===== src/hdl/ddrc_pkg.sv =====
// shared constants, encodings and carrier types of the ddr3 command decoder
package ddrc_pkg;

    // bus widths
    localparam int BANKS = 8;
    localparam int BA_W = 3;
    localparam int ADDR_W = 13;
    localparam int ROW_W = 12;
    localparam int COL_W = 10;
    localparam int DQ_W = 16;
    localparam int DM_W = 2;

    // address bits with a special meaning
    localparam int AP_BIT = 10;   // auto precharge / all banks / long calibration
    localparam int BC_BIT = 12;   // burst chop select, low means four beats

    // command codes as {ras_n, cas_n, we_n} with chip select low
    localparam logic [2:0] CODE_MRS = 3'h0;
    localparam logic [2:0] CODE_REF = 3'h1;
    localparam logic [2:0] CODE_PRE = 3'h2;
    localparam logic [2:0] CODE_ACT = 3'h3;
    localparam logic [2:0] CODE_WR = 3'h4;
    localparam logic [2:0] CODE_RD = 3'h5;
    localparam logic [2:0] CODE_ZQ = 3'h6;
    localparam logic [2:0] CODE_NOP = 3'h7;

    // burst field of mode register 0
    localparam logic [BA_W-1:0] MR0_SEL = 3'h0;
    localparam int MR_BL_LSB = 0;
    localparam int MR_BL_W = 2;
    localparam int MR_BT_BIT = 3;
    localparam logic [1:0] MR_BL_FIX8 = 2'h0;
    localparam logic [1:0] MR_BL_OTF = 2'h1;
    localparam logic [1:0] MR_BL_FIX4 = 2'h2;
    localparam logic [1:0] MR_BL_RESET = MR_BL_FIX8;
    localparam logic MR_BT_RESET = 1'b0;

    // burst timing in clocks, two data words per clock
    localparam logic [1:0] LAST_BL8 = 2'h3;
    localparam logic [1:0] LAST_BC4 = 2'h1;

    // decoded operations
    typedef enum logic [3:0] {
        OP_NOP, OP_ACT, OP_PRE, OP_PREA, OP_WR, OP_RD, OP_MRS, OP_REF,
        OP_SRE, OP_SRX, OP_PDE, OP_PDX, OP_ZQL, OP_ZQS
    } ddrc_op_e;

    // power state of the device
    typedef enum logic [1:0] {
        PS_ON, PS_PDOWN, PS_SREF
    } ddrc_pwr_e;

    // one accepted command
    typedef struct packed {
        ddrc_op_e op;
        logic [BA_W-1:0] bank;
        logic [ADDR_W-1:0] addr;
        logic ap;
        logic bc4;
    } ddrc_cmd_s;

    // one data word of a burst with its column and byte enables
    typedef struct packed {
        logic [DQ_W-1:0] data;
        logic [DM_W-1:0] be;
        logic [COL_W-1:0] col;
    } ddrc_beat_s;

endpackage


===== src/hdl/ddrc_burst_seq.sv =====
// burst column sequencer: two column addresses per clock for bl8 or bc4
module ddrc_burst_seq #(
    parameter int COL_W = 10
) (
    // clock and reset
    input wire logic clock,
    input wire logic nrst,
    // burst start
    input wire logic start,
    input wire logic [COL_W-1:0] start_col,
    input wire logic bc4,
    input wire logic interleave,
    // current pair of beats
    output logic busy,
    output logic last,
    output logic [COL_W-1:0] col0,
    output logic [COL_W-1:0] col1
);
    import ddrc_pkg::*;

    logic busy_reg;                  // a burst is running
    logic [1:0] cnt_reg;             // clock index within the burst
    logic bc4_reg;                   // chopped burst
    logic il_reg;                    // interleaved ordering
    logic [COL_W-1:0] base_reg;      // starting column

    // column of beat i; low bits wrap inside the nibble, bit 2 toggles the half
    function automatic logic [COL_W-1:0] beat_col(input logic [COL_W-1:0] base, input logic [2:0] i,
                                                  input logic il);
        logic [1:0] lo;
        lo = il ? (base[1:0] ^ i[1:0]) : 2'(base[1:0] + i[1:0]);
        return {base[COL_W-1:3], base[2] ^ i[2], lo};
    endfunction

    wire [1:0] last_cnt = bc4_reg ? LAST_BC4 : LAST_BL8;
    assign busy = busy_reg;
    assign last = busy_reg & (cnt_reg == last_cnt);
    assign col0 = beat_col(base_reg, {cnt_reg, 1'b0}, il_reg);
    assign col1 = beat_col(base_reg, {cnt_reg, 1'b1}, il_reg);

    // a new start restarts the burst, so the controller keeps bursts apart
    always_ff @(posedge clock) begin
        if (!nrst) begin
            busy_reg <= 1'b0;
            cnt_reg <= 2'h0;
            bc4_reg <= 1'b0;
            il_reg <= 1'b0;
            base_reg <= '0;
        end else if (start) begin
            busy_reg <= 1'b1;
            cnt_reg <= 2'h0;
            bc4_reg <= bc4;
            il_reg <= interleave;
            base_reg <= start_col;
        end else begin
            busy_reg <= busy_reg & ~last;   // four clocks for bl8, two for bc4
            cnt_reg <= busy_reg ? 2'(cnt_reg + 2'h1) : 2'h0;
        end
    end
endmodule


===== src/hdl/ddrc_decoder.sv =====
// ddr3 command decoder with bank tracking, power states and burst sequencing
// Behaviour
// - chip select high means deselect, ignored
// - activate or precharge chosen by we_n
// - write needs cke high twice, open bank
// - a12 low chops burst to four
// - write with a10 auto precharges bank
// - read needs cke high and open bank
// - read with a10 auto precharges bank
// - mode set needs all banks idle
// - cke falling with nop enters power-down
// - cke rising with nop exits power-down
// - cke compared with previous cycle level
// - mask high discards a write byte
// - each mask covers its own byte
// - idle or active tracked per bank
// - bank from ba, row from a0-a11
// - bursts of eight or four, sequential or interleaved
// - two data words per clock, four clocks for bl8, two for bc4
// - a12 honoured only when on-the-fly enabled
module ddrc_decoder (
    // clock and reset
    input wire logic clock,
    input wire logic nrst,
    // command bus
    input wire logic cke,
    input wire logic cs_n,
    input wire logic ras_n,
    input wire logic cas_n,
    input wire logic we_n,
    input wire logic [ddrc_pkg::BA_W-1:0] ba,
    input wire logic [ddrc_pkg::ADDR_W-1:0] addr,
    // write data, rising and falling half of each clock
    input wire logic [ddrc_pkg::DQ_W-1:0] dq_rise,
    input wire logic [ddrc_pkg::DQ_W-1:0] dq_fall,
    input wire logic [ddrc_pkg::DM_W-1:0] dm_rise,
    input wire logic [ddrc_pkg::DM_W-1:0] dm_fall,
    // decoded command
    output logic cmd_valid,
    output ddrc_pkg::ddrc_cmd_s cmd,
    output logic cmd_illegal,
    // device state
    output logic [ddrc_pkg::BANKS-1:0] bank_open,
    output logic power_down,
    output logic self_refresh,
    // write beats to the array
    output logic wr_valid,
    output logic [ddrc_pkg::BA_W-1:0] wr_bank,
    output ddrc_pkg::ddrc_beat_s wr_beat0,
    output ddrc_pkg::ddrc_beat_s wr_beat1,
    // read column requests to the array
    output logic rd_valid,
    output logic [ddrc_pkg::BA_W-1:0] rd_bank,
    output logic [ddrc_pkg::COL_W-1:0] rd_col0,
    output logic [ddrc_pkg::COL_W-1:0] rd_col1
);
    import ddrc_pkg::*;

    // state registers
    logic cke_prev_reg;                    // cke level one clock back
    ddrc_pwr_e pwr_reg;                    // power state
    logic [BANKS-1:0] bank_open_reg;       // one open flag per bank
    logic [MR_BL_W-1:0] mr_bl_reg;         // burst length field
    logic mr_bt_reg;                       // burst type, high is interleave
    logic burst_wr_reg;                    // running burst is a write
    logic [BA_W-1:0] burst_bank_reg;       // bank of the running burst
    logic burst_ap_reg;                    // running burst auto precharges
    // output registers
    logic cmd_valid_reg;
    ddrc_cmd_s cmd_reg;
    logic cmd_illegal_reg;
    logic wr_valid_reg;
    logic [BA_W-1:0] wr_bank_reg;
    ddrc_beat_s wr_beat0_reg;
    ddrc_beat_s wr_beat1_reg;
    logic rd_valid_reg;
    logic [BA_W-1:0] rd_bank_reg;
    logic [COL_W-1:0] rd_col0_reg;
    logic [COL_W-1:0] rd_col1_reg;
    logic power_down_reg;                  // power-down level, registered for the pin
    logic self_refresh_reg;                // self refresh level, registered for the pin

    // sequencer outputs
    logic seq_busy;
    logic seq_last;
    logic [COL_W-1:0] seq_col0;
    logic [COL_W-1:0] seq_col1;

    // command code and chip select
    wire sel = ~cs_n;
    wire [2:0] code = {ras_n, cas_n, we_n};
    wire is_nop = sel & (code == CODE_NOP);
    wire idle_cmd = cs_n | is_nop;

    // commands only count with cke high now and one clock back
    wire cmd_en = cke_prev_reg & cke & (pwr_reg == PS_ON);

    // raw command decode
    wire is_act = cmd_en & sel & (code == CODE_ACT);
    wire is_pre = cmd_en & sel & (code == CODE_PRE);
    wire is_wr = cmd_en & sel & (code == CODE_WR);
    wire is_rd = cmd_en & sel & (code == CODE_RD);
    wire is_mrs = cmd_en & sel & (code == CODE_MRS);
    wire is_ref = cmd_en & sel & (code == CODE_REF);
    wire is_zq = cmd_en & sel & (code == CODE_ZQ);
    wire do_nop = cmd_en & is_nop;
    // legality against the addressed bank or all banks
    wire sel_open = bank_open_reg[ba];
    wire all_idle = (bank_open_reg == '0);
    wire ok_act = is_act & ~sel_open;
    wire ok_pre1 = is_pre & ~addr[AP_BIT];
    wire ok_prea = is_pre & addr[AP_BIT];
    wire ok_wr = is_wr & sel_open;
    wire ok_rd = is_rd & sel_open;
    wire ok_mrs = is_mrs & all_idle;
    wire ok_ref = is_ref & all_idle;
    wire ok_zq = is_zq & all_idle;

    // cke edges decide the power transitions
    wire cke_fall = cke_prev_reg & ~cke & (pwr_reg == PS_ON);
    wire cke_rise = ~cke_prev_reg & cke & idle_cmd;
    wire do_sre = cke_fall & sel & (code == CODE_REF) & all_idle;
    wire do_pde = cke_fall & idle_cmd;
    wire do_pdx = cke_rise & (pwr_reg == PS_PDOWN);
    wire do_srx = cke_rise & (pwr_reg == PS_SREF);

    // a command that was decoded but is not allowed here
    wire raw_cmd = is_act | is_wr | is_rd | is_mrs | is_ref | is_zq;
    wire ok_cmd = ok_act | ok_wr | ok_rd | ok_mrs | ok_ref | ok_zq;
    wire bad = (raw_cmd & ~ok_cmd) | (cke_fall & ~do_sre & ~do_pde);

    // burst length: a12 only when on-the-fly is programmed
    wire otf = (mr_bl_reg == MR_BL_OTF);
    wire use_bc4 = otf ? ~addr[BC_BIT] : (mr_bl_reg == MR_BL_FIX4);
    wire rw_start = ok_wr | ok_rd;
    // auto precharge closes the bank when its burst finishes
    wire ap_close = seq_last & burst_ap_reg;
    // operation reported for this cycle
    wire fire = ok_act | ok_pre1 | ok_prea | ok_cmd | do_nop | do_sre | do_srx | do_pde | do_pdx;
    wire ddrc_op_e op_next = ok_act ? OP_ACT :
                             ok_pre1 ? OP_PRE :
                             ok_prea ? OP_PREA :
                             ok_wr ? OP_WR :
                             ok_rd ? OP_RD :
                             ok_mrs ? OP_MRS :
                             ok_ref ? OP_REF :
                             ok_zq ? (addr[AP_BIT] ? OP_ZQL : OP_ZQS) :
                             do_sre ? OP_SRE :
                             do_srx ? OP_SRX :
                             do_pde ? OP_PDE :
                             do_pdx ? OP_PDX : OP_NOP;
    wire ddrc_cmd_s cmd_next = '{op: op_next, bank: ba, addr: addr,
                                 ap: addr[AP_BIT], bc4: use_bc4};
    // power state next value
    wire ddrc_pwr_e pwr_next = do_sre ? PS_SREF :
                               do_pde ? PS_PDOWN :
                               (do_pdx | do_srx) ? PS_ON : pwr_reg;

    // per-bank open flag; precharge and auto close first, activate last
    logic [BANKS-1:0] bank_open_next;
    for (genvar b = 0; b < BANKS; b++) begin : g_bank
        wire hit = (ba == BA_W'(b));
        wire close = ok_prea | (ok_pre1 & hit) | (ap_close & (burst_bank_reg == BA_W'(b)));
        assign bank_open_next[b] = (ok_act & hit) ? 1'b1 : (close ? 1'b0 : bank_open_reg[b]);
    end

    // data beats with per-lane byte enables
    wire ddrc_beat_s beat0_next = '{data: dq_rise, be: ~dm_rise, col: seq_col0};
    wire ddrc_beat_s beat1_next = '{data: dq_fall, be: ~dm_fall, col: seq_col1};

    // column order generator
    ddrc_burst_seq #(
        .COL_W(COL_W)
    ) u_seq (
        .clock(clock),
        .nrst(nrst),
        .start(rw_start),
        .start_col(addr[COL_W-1:0]),
        .bc4(use_bc4),
        .interleave(mr_bt_reg),
        .busy(seq_busy),
        .last(seq_last),
        .col0(seq_col0),
        .col1(seq_col1)
    );

    // cke history and power state; cke reads as low out of reset
    always_ff @(posedge clock) begin
        if (!nrst) begin
            cke_prev_reg <= 1'b0;
            pwr_reg <= PS_ON;
            power_down_reg <= 1'b0;
            self_refresh_reg <= 1'b0;
        end else begin
            cke_prev_reg <= cke;
            pwr_reg <= pwr_next;
            power_down_reg <= (pwr_next == PS_PDOWN);
            self_refresh_reg <= (pwr_next == PS_SREF);
        end
    end

    // bank table
    always_ff @(posedge clock) begin
        if (!nrst) begin
            bank_open_reg <= '0;
        end else begin
            bank_open_reg <= bank_open_next;
        end
    end

    // burst field of mode register 0, other mode registers only reported
    always_ff @(posedge clock) begin
        if (!nrst) begin
            mr_bl_reg <= MR_BL_RESET;
            mr_bt_reg <= MR_BT_RESET;
        end else if (ok_mrs && ba == MR0_SEL) begin
            mr_bl_reg <= addr[MR_BL_LSB +: MR_BL_W];
            mr_bt_reg <= addr[MR_BT_BIT];
        end
    end

    // attributes of the burst in flight
    always_ff @(posedge clock) begin
        if (!nrst) begin
            burst_wr_reg <= 1'b0;
            burst_bank_reg <= '0;
            burst_ap_reg <= 1'b0;
        end else if (rw_start) begin
            burst_wr_reg <= ok_wr;
            burst_bank_reg <= ba;
            burst_ap_reg <= addr[AP_BIT];
        end
    end

    // command report
    always_ff @(posedge clock) begin
        if (!nrst) begin
            cmd_valid_reg <= 1'b0;
            cmd_reg <= '0;
            cmd_illegal_reg <= 1'b0;
        end else begin
            cmd_valid_reg <= fire;     // deselect fires only as power-down entry or exit, or as self refresh exit
            cmd_reg <= cmd_next;
            cmd_illegal_reg <= bad;
        end
    end

    // write beats, sampled in the clocks after the write command
    always_ff @(posedge clock) begin
        if (!nrst) begin
            wr_valid_reg <= 1'b0;
            wr_bank_reg <= '0;
            wr_beat0_reg <= '0;
            wr_beat1_reg <= '0;
        end else begin
            wr_valid_reg <= seq_busy & burst_wr_reg;
            wr_bank_reg <= burst_bank_reg;
            wr_beat0_reg <= beat0_next;
            wr_beat1_reg <= beat1_next;
        end
    end

    // read column pairs
    always_ff @(posedge clock) begin
        if (!nrst) begin
            rd_valid_reg <= 1'b0;
            rd_bank_reg <= '0;
            rd_col0_reg <= '0;
            rd_col1_reg <= '0;
        end else begin
            rd_valid_reg <= seq_busy & ~burst_wr_reg;
            rd_bank_reg <= burst_bank_reg;
            rd_col0_reg <= seq_col0;
            rd_col1_reg <= seq_col1;
        end
    end

    // outputs straight from flops
    assign cmd_valid = cmd_valid_reg;
    assign cmd = cmd_reg;
    assign cmd_illegal = cmd_illegal_reg;
    assign bank_open = bank_open_reg;
    assign power_down = power_down_reg;
    assign self_refresh = self_refresh_reg;
    assign wr_valid = wr_valid_reg;
    assign wr_bank = wr_bank_reg;
    assign wr_beat0 = wr_beat0_reg;
    assign wr_beat1 = wr_beat1_reg;
    assign rd_valid = rd_valid_reg;
    assign rd_bank = rd_bank_reg;
    assign rd_col0 = rd_col0_reg;
    assign rd_col1 = rd_col1_reg;

    // checks on the decoder
    desel_ignored_a: assert property (@(posedge clock) disable iff (!nrst)
        (cs_n && cke_prev_reg && cke) |=> !cmd_valid_reg)
        else $error("deselect produced a command");
    act_opens_a: assert property (@(posedge clock) disable iff (!nrst)
        (cmd_valid_reg && cmd_reg.op == OP_ACT) |-> bank_open_reg[cmd_reg.bank])
        else $error("activate left bank closed");
    pre_all_a: assert property (@(posedge clock) disable iff (!nrst)
        (cmd_valid_reg && cmd_reg.op == OP_PREA) |-> (bank_open_reg == '0))
        else $error("precharge all left a bank open");
    mrs_idle_a: assert property (@(posedge clock) disable iff (!nrst)
        (cmd_valid_reg && cmd_reg.op == OP_MRS) |-> ($past(bank_open_reg) == '0))
        else $error("mode set accepted with a bank open");
    wr_bl8_a: assert property (@(posedge clock) disable iff (!nrst)
        (ok_wr && !use_bc4) |-> ##2 wr_valid_reg [*4])
        else $error("full write burst not four clocks");
    wr_bc4_a: assert property (@(posedge clock) disable iff (!nrst)
        (ok_wr && use_bc4) ##1 (!rw_start) [*3] |=> !wr_valid_reg)
        else $error("chopped write burst too long");
    mask_lane_a: assert property (@(posedge clock) disable iff (!nrst)
        wr_valid_reg |-> (wr_beat0_reg.be == ~$past(dm_rise)) && (wr_beat1_reg.be == ~$past(dm_fall)))
        else $error("byte enables do not follow masks");
    auto_close_a: assert property (@(posedge clock) disable iff (!nrst)
        ap_close |=> !bank_open_reg[$past(burst_bank_reg)])
        else $error("auto precharge did not close bank");
    wr_open_a: assert property (@(posedge clock) disable iff (!nrst)
        (cmd_valid_reg && cmd_reg.op == OP_WR) |-> $past(bank_open_reg[ba]))
        else $error("write accepted to idle bank");
    pd_entry_a: assert property (@(posedge clock) disable iff (!nrst)
        (pwr_reg == PS_ON && cke_prev_reg && !cke && idle_cmd) |=> power_down ##1 (power_down || $past(cke)))
        else $error("power-down not entered");
    pd_exit_a: assert property (@(posedge clock) disable iff (!nrst)
        (pwr_reg == PS_PDOWN && !cke_prev_reg && cke && idle_cmd) |=> (pwr_reg == PS_ON))
        else $error("power-down not left");
    cke_low_a: assert property (@(posedge clock) disable iff (!nrst)
        (!cke_prev_reg && !cke) |=> !cmd_valid_reg)
        else $error("command taken with cke low");

    // main scenarios
    wr_ap_c: cover property (@(posedge clock) disable iff (!nrst) ok_wr && addr[AP_BIT] ##[1:8] ap_close);
    sref_c: cover property (@(posedge clock) disable iff (!nrst) do_sre ##[1:20] do_srx);
    rd_bc4_c: cover property (@(posedge clock) disable iff (!nrst) ok_rd && use_bc4 ##2 rd_valid_reg);
endmodule


===== config.mk =====
export PLATFORM = sky130hd
export DESIGN_NAME = ddrc_decoder
export DESIGN_NICKNAME = d
export VERILOG_FILES = /design/src/hdl/ddrc_pkg.sv /design/src/hdl/ddrc_burst_seq.sv /design/src/hdl/ddrc_decoder.sv
export SDC_FILE = /design/constraint.sdc
export NUM_CORES = 1
export LEC_CHECK = 0
export BUFFER_PORTS_ARGS = -buffer_cell sky130_fd_sc_hd__buf_2
export CELL_PAD_IN_SITES_DETAIL_PLACEMENT = 2
export CELL_PAD_IN_SITES_GLOBAL_PLACEMENT = 2
export CORE_MARGIN = 4
export CORE_UTILIZATION = 30
export DETAILED_ROUTE_END_ITERATION = 7
export HOLD_SLACK_MARGIN = 0.06
export MAX_ROUTING_LAYER = met4
export PLACE_DENSITY = 0.86
export SKIP_LAST_GASP = 1
export SYNTH_ARGS = -nofsm -noshare
export SYNTH_HDL_FRONTEND = slang
export SYNTH_SLANG_ARGS = --single-unit
export TNS_END_PERCENT = 100

===== constraint.sdc =====
create_clock -name clock -period 3.82 [get_ports clock]
set_clock_uncertainty 0.1 [all_clocks]
set_input_delay 0.191 -clock clock [delete_from_list [all_inputs] [get_ports clock]]
set_output_delay 0.191 -clock clock [all_outputs]
set_load 0.01 [all_outputs]

==> impl_results.md <==
* Leakage Power at 2.75 nW
* RSZ-0062 raised after global routing: no
* CORE AREA at 13900 µm²
* Max-slew headroom at between 20% and 30%
* Initial DRC Count at 95
* Met2 global-route usage at 30.9%
* Grt ovf at 0
* Die Y at 127 µm
* Critical-path cell list: mux2i_1 > mux4_2 > or4_1 > o31ai_1 > and4b_1
* CP Data Required Time at 4.01 ns
* Post-synth EDFFs at 0
* Largest net degree at the start of global routing at 79
* Max H-tree Level at 3
* Final nets at 656
* Worst slew pin tran at 1.14 ns
* Post-cts sizing count at 0
* Vias in the first global route at 4074
* CTS tree: yes
* Remaining DRCs at 0
* F_max at 364 MHz
* Critical path class: flop to flop
* Slowest stage delay, CP at 1.00 ns
* DR vias/cell at 4.59
* Post-Synthesis Cell Area at 4240 µm²
* Share of cells above drive strength 1 at between 30% and 40%
* Syn_nets at ~480
* GP Congestion at ~0.82
* Routed length per placed instance at 17.2 µm
* Post-route setup TNS at 0 ns
* Die footprint at 16100 µm²
* VDD IR-drop max at 167 µV
* Outcome: completed
* Grt peak-use layer: met2
* Worst Path Max Fanout at 22
* Initial antenna violation count at 0
* CTS clk-pin slew, worst paths at 0.07 ns
* Syn Inst Count at between 400 and 500
* Max-cap viol count at 0
* Routed Antenna Nets at 0
* Io pins at ~180
* Hpwl dp at around 8900 µm
* Worst skew pair latency at 0.35 ns
* Clk root buf: clkbuf_16
* R2R cell count at 5
* Slew Viols, Final at 0
* CP Launch Type: flop
* Share of the clock period used by the worst path after layout at between 70% and 80%
* Area growth syn-to-layout at 36.5%
* Rows at 43
* Die W at 127 µm
* Setup crit end kind: flop
* Post-synth cell types at between 40 and 50
* Ys flop type: dfxtp_1
* Register bit total from synthesis at 112
* Clk sink count at 112
* Endpoints failing setup at 0
* R2R setup slack at 1.07 ns
* Met1 Track Usage GR at 17.4%
* Worst Setup EP: cmd[20]
* Total Routing Usage GR at 17.0%
* Antenna Cells at 0
* Final min period at 2.75 ns
* IO Port Bufs at 176
* Met3 GRT Util at between 3 and 4%
* Sequential fraction of the synthesis area at 52.9%
* Max reg flops at 21
* Via count at 3584
* Final core utilization at a little over two fifths
* Reg2Reg Launch Point: bank_open[1]
* WL final at 13400 µm
* Worst EP arrival at 2.94 ns
* Yosys warning count at 0
* Fill count at 1515
* Slowest stage cell on the critical path: or4_1
* Min-delay worst type: input port to flop
* Starting Density at between 30% and 40%
* Asr flop ratio synth at 0%
* Global-route wire length before repair at 20900 µm
* Critical path launch point: bank_open[1]
* Syn_area_per_cell at 10.2 µm²
* Pre-antenna DRT Iters at 4
* CTS Buffer Depth at 2
* CTS buffer count at 9
* R2r endpoint: cmd[20]
* Pwr dens at about 400 nW/µm²
* Final hold vios at 0
* Setup bufs post-CTS at 0
## power by group
part	switching, mW	internal (mW)
Clock	0.424	0.476
Sequential	0.0107	1.20
Combinational	0.103	0.108
Total	0.538	1.78
## repair_timing
action	in CTS	in global routing
endpoints found under the hold margin	60	0
setup endpoints to repair	0	0
hold buffers	49	0
## stage by stage
step	std cells	hold WS [ns]	total power, mW	worst slack, ns	instance area [µm²]
floorplan	417	0.163	1.32	1.60	4240
finish	781	0.133	2.32	1.07	5780
global route	781	0.136	2.43	0.906	5780
CTS	781	0.116	2.35	1.07	5780
detailed placement	717	0.255	1.40	0.967	5000
global placement	717	0.248	1.39	1.02	5000
## critical path, delay by kind of cell, from the launching register on
family          cells  cell delay [ns]
mux                 2             0.61
flops               1             0.41
compound gates      1             0.32
simple gates        2             1.24
## routing by layer
metal,wire length [µm],share of wire [%]
met5,0,0
met4,329,2.5
met3,779,5.8
met2,7200,54
met1,5100,38
## cell usage in the layout (no fill, tap or decap), drive strengths merged, types with 7 or more instances in the layout
master       Yosys  final
nor2b           30     30
mux2i           24     24
dfxtp          112    112
and2            65     65
o21ai            8      8
nand2b           7      7
a21boi          11     11
clkbuf          21     11
nand2           18     18
buf             37    178
dlygate4sd3      0     49
nor2            14     14
## cells in the mapped netlist, types with 3 or more instances
| cell | count | share of area, % |
|---|---|---|
| a21boi_0 | 9 | 1.6 |
| a21oi_1 | 5 | 0.59 |
| a31oi_1 | 3 | 0.44 |
| and2_1 | 65 | 9.6 |
| buf_2 | 3 | 0.35 |
| buf_4 | 33 | 5.8 |
| clkbuf_1 | 21 | 1.9 |
| dfxtp_1 | 112 | 53 |
| inv_1 | 3 | 0.27 |
| mux2i_1 | 24 | 5.7 |
| nand2_1 | 18 | 1.6 |
| nand2b_1 | 7 | 1.0 |
| nand3_1 | 3 | 0.35 |
| nand4_1 | 3 | 0.44 |
| nor2_1 | 14 | 1.2 |
| nor2b_1 | 30 | 4.4 |
| nor3_1 | 5 | 0.59 |
| nor4_1 | 3 | 0.44 |
| o211ai_1 | 3 | 0.53 |
| o21ai_0 | 8 | 0.95 |
| o221ai_1 | 3 | 0.62 |
| o31ai_1 | 4 | 0.71 |
| xnor2_1 | 3 | 0.62 |
| xor2_1 | 4 | 0.83 |
## worst min-delay path by stage
| stage | startpoint | to | slack (ns) | cells past startpoint |
|---|---|---|---|---|
| 2_1_floorplan | dm_rise[0] | wr_beat0[10] | 0.16 | 1 |
| 3_3_place_gp | dm_rise[0] | wr_beat0[10] | 0.25 | 2 |
| 3_5_place_dp | dm_fall[1] | wr_beat1[11] | 0.25 | 2 |
| 4_1_cts | addr[10] | cmd[12] | 0.12 | 2 |
| 5_1_grt | ba[0] | cmd[15] | 0.14 | 2 |
| 6_report | ba[0] | cmd[15] | 0.13 | 2 |
## area by class of cell
class | instances | area [µm²] | share of cell area (%)
inverters | 3 | 11.3 | 0.195
clock inverters | 4 | 30.0 | 0.519
well taps | 180 | 225 | 3.89
repair buffers | 227 | 1390 | 24.0
clock buffers | 11 | 253 | 4.37
flip-flops and latches | 112 | 2240 | 38.8
multi-input cells | 244 | 1640 | 28.3
## cell families (layout without fill, tap and decap cells)
kind of cell | Yosys count | in the layout | share of synthesized area [%]
compound gates | 44 | 44 | 7.12
xor+xnor | 7 | 7 | 1.45
buf+inv | 61 | 245 | 8.59
flops | 112 | 112 | 52.9
mux | 25 | 25 | 6.20
simple gates | 168 | 168 | 23.7
Power figures use the tool's default switching activity.
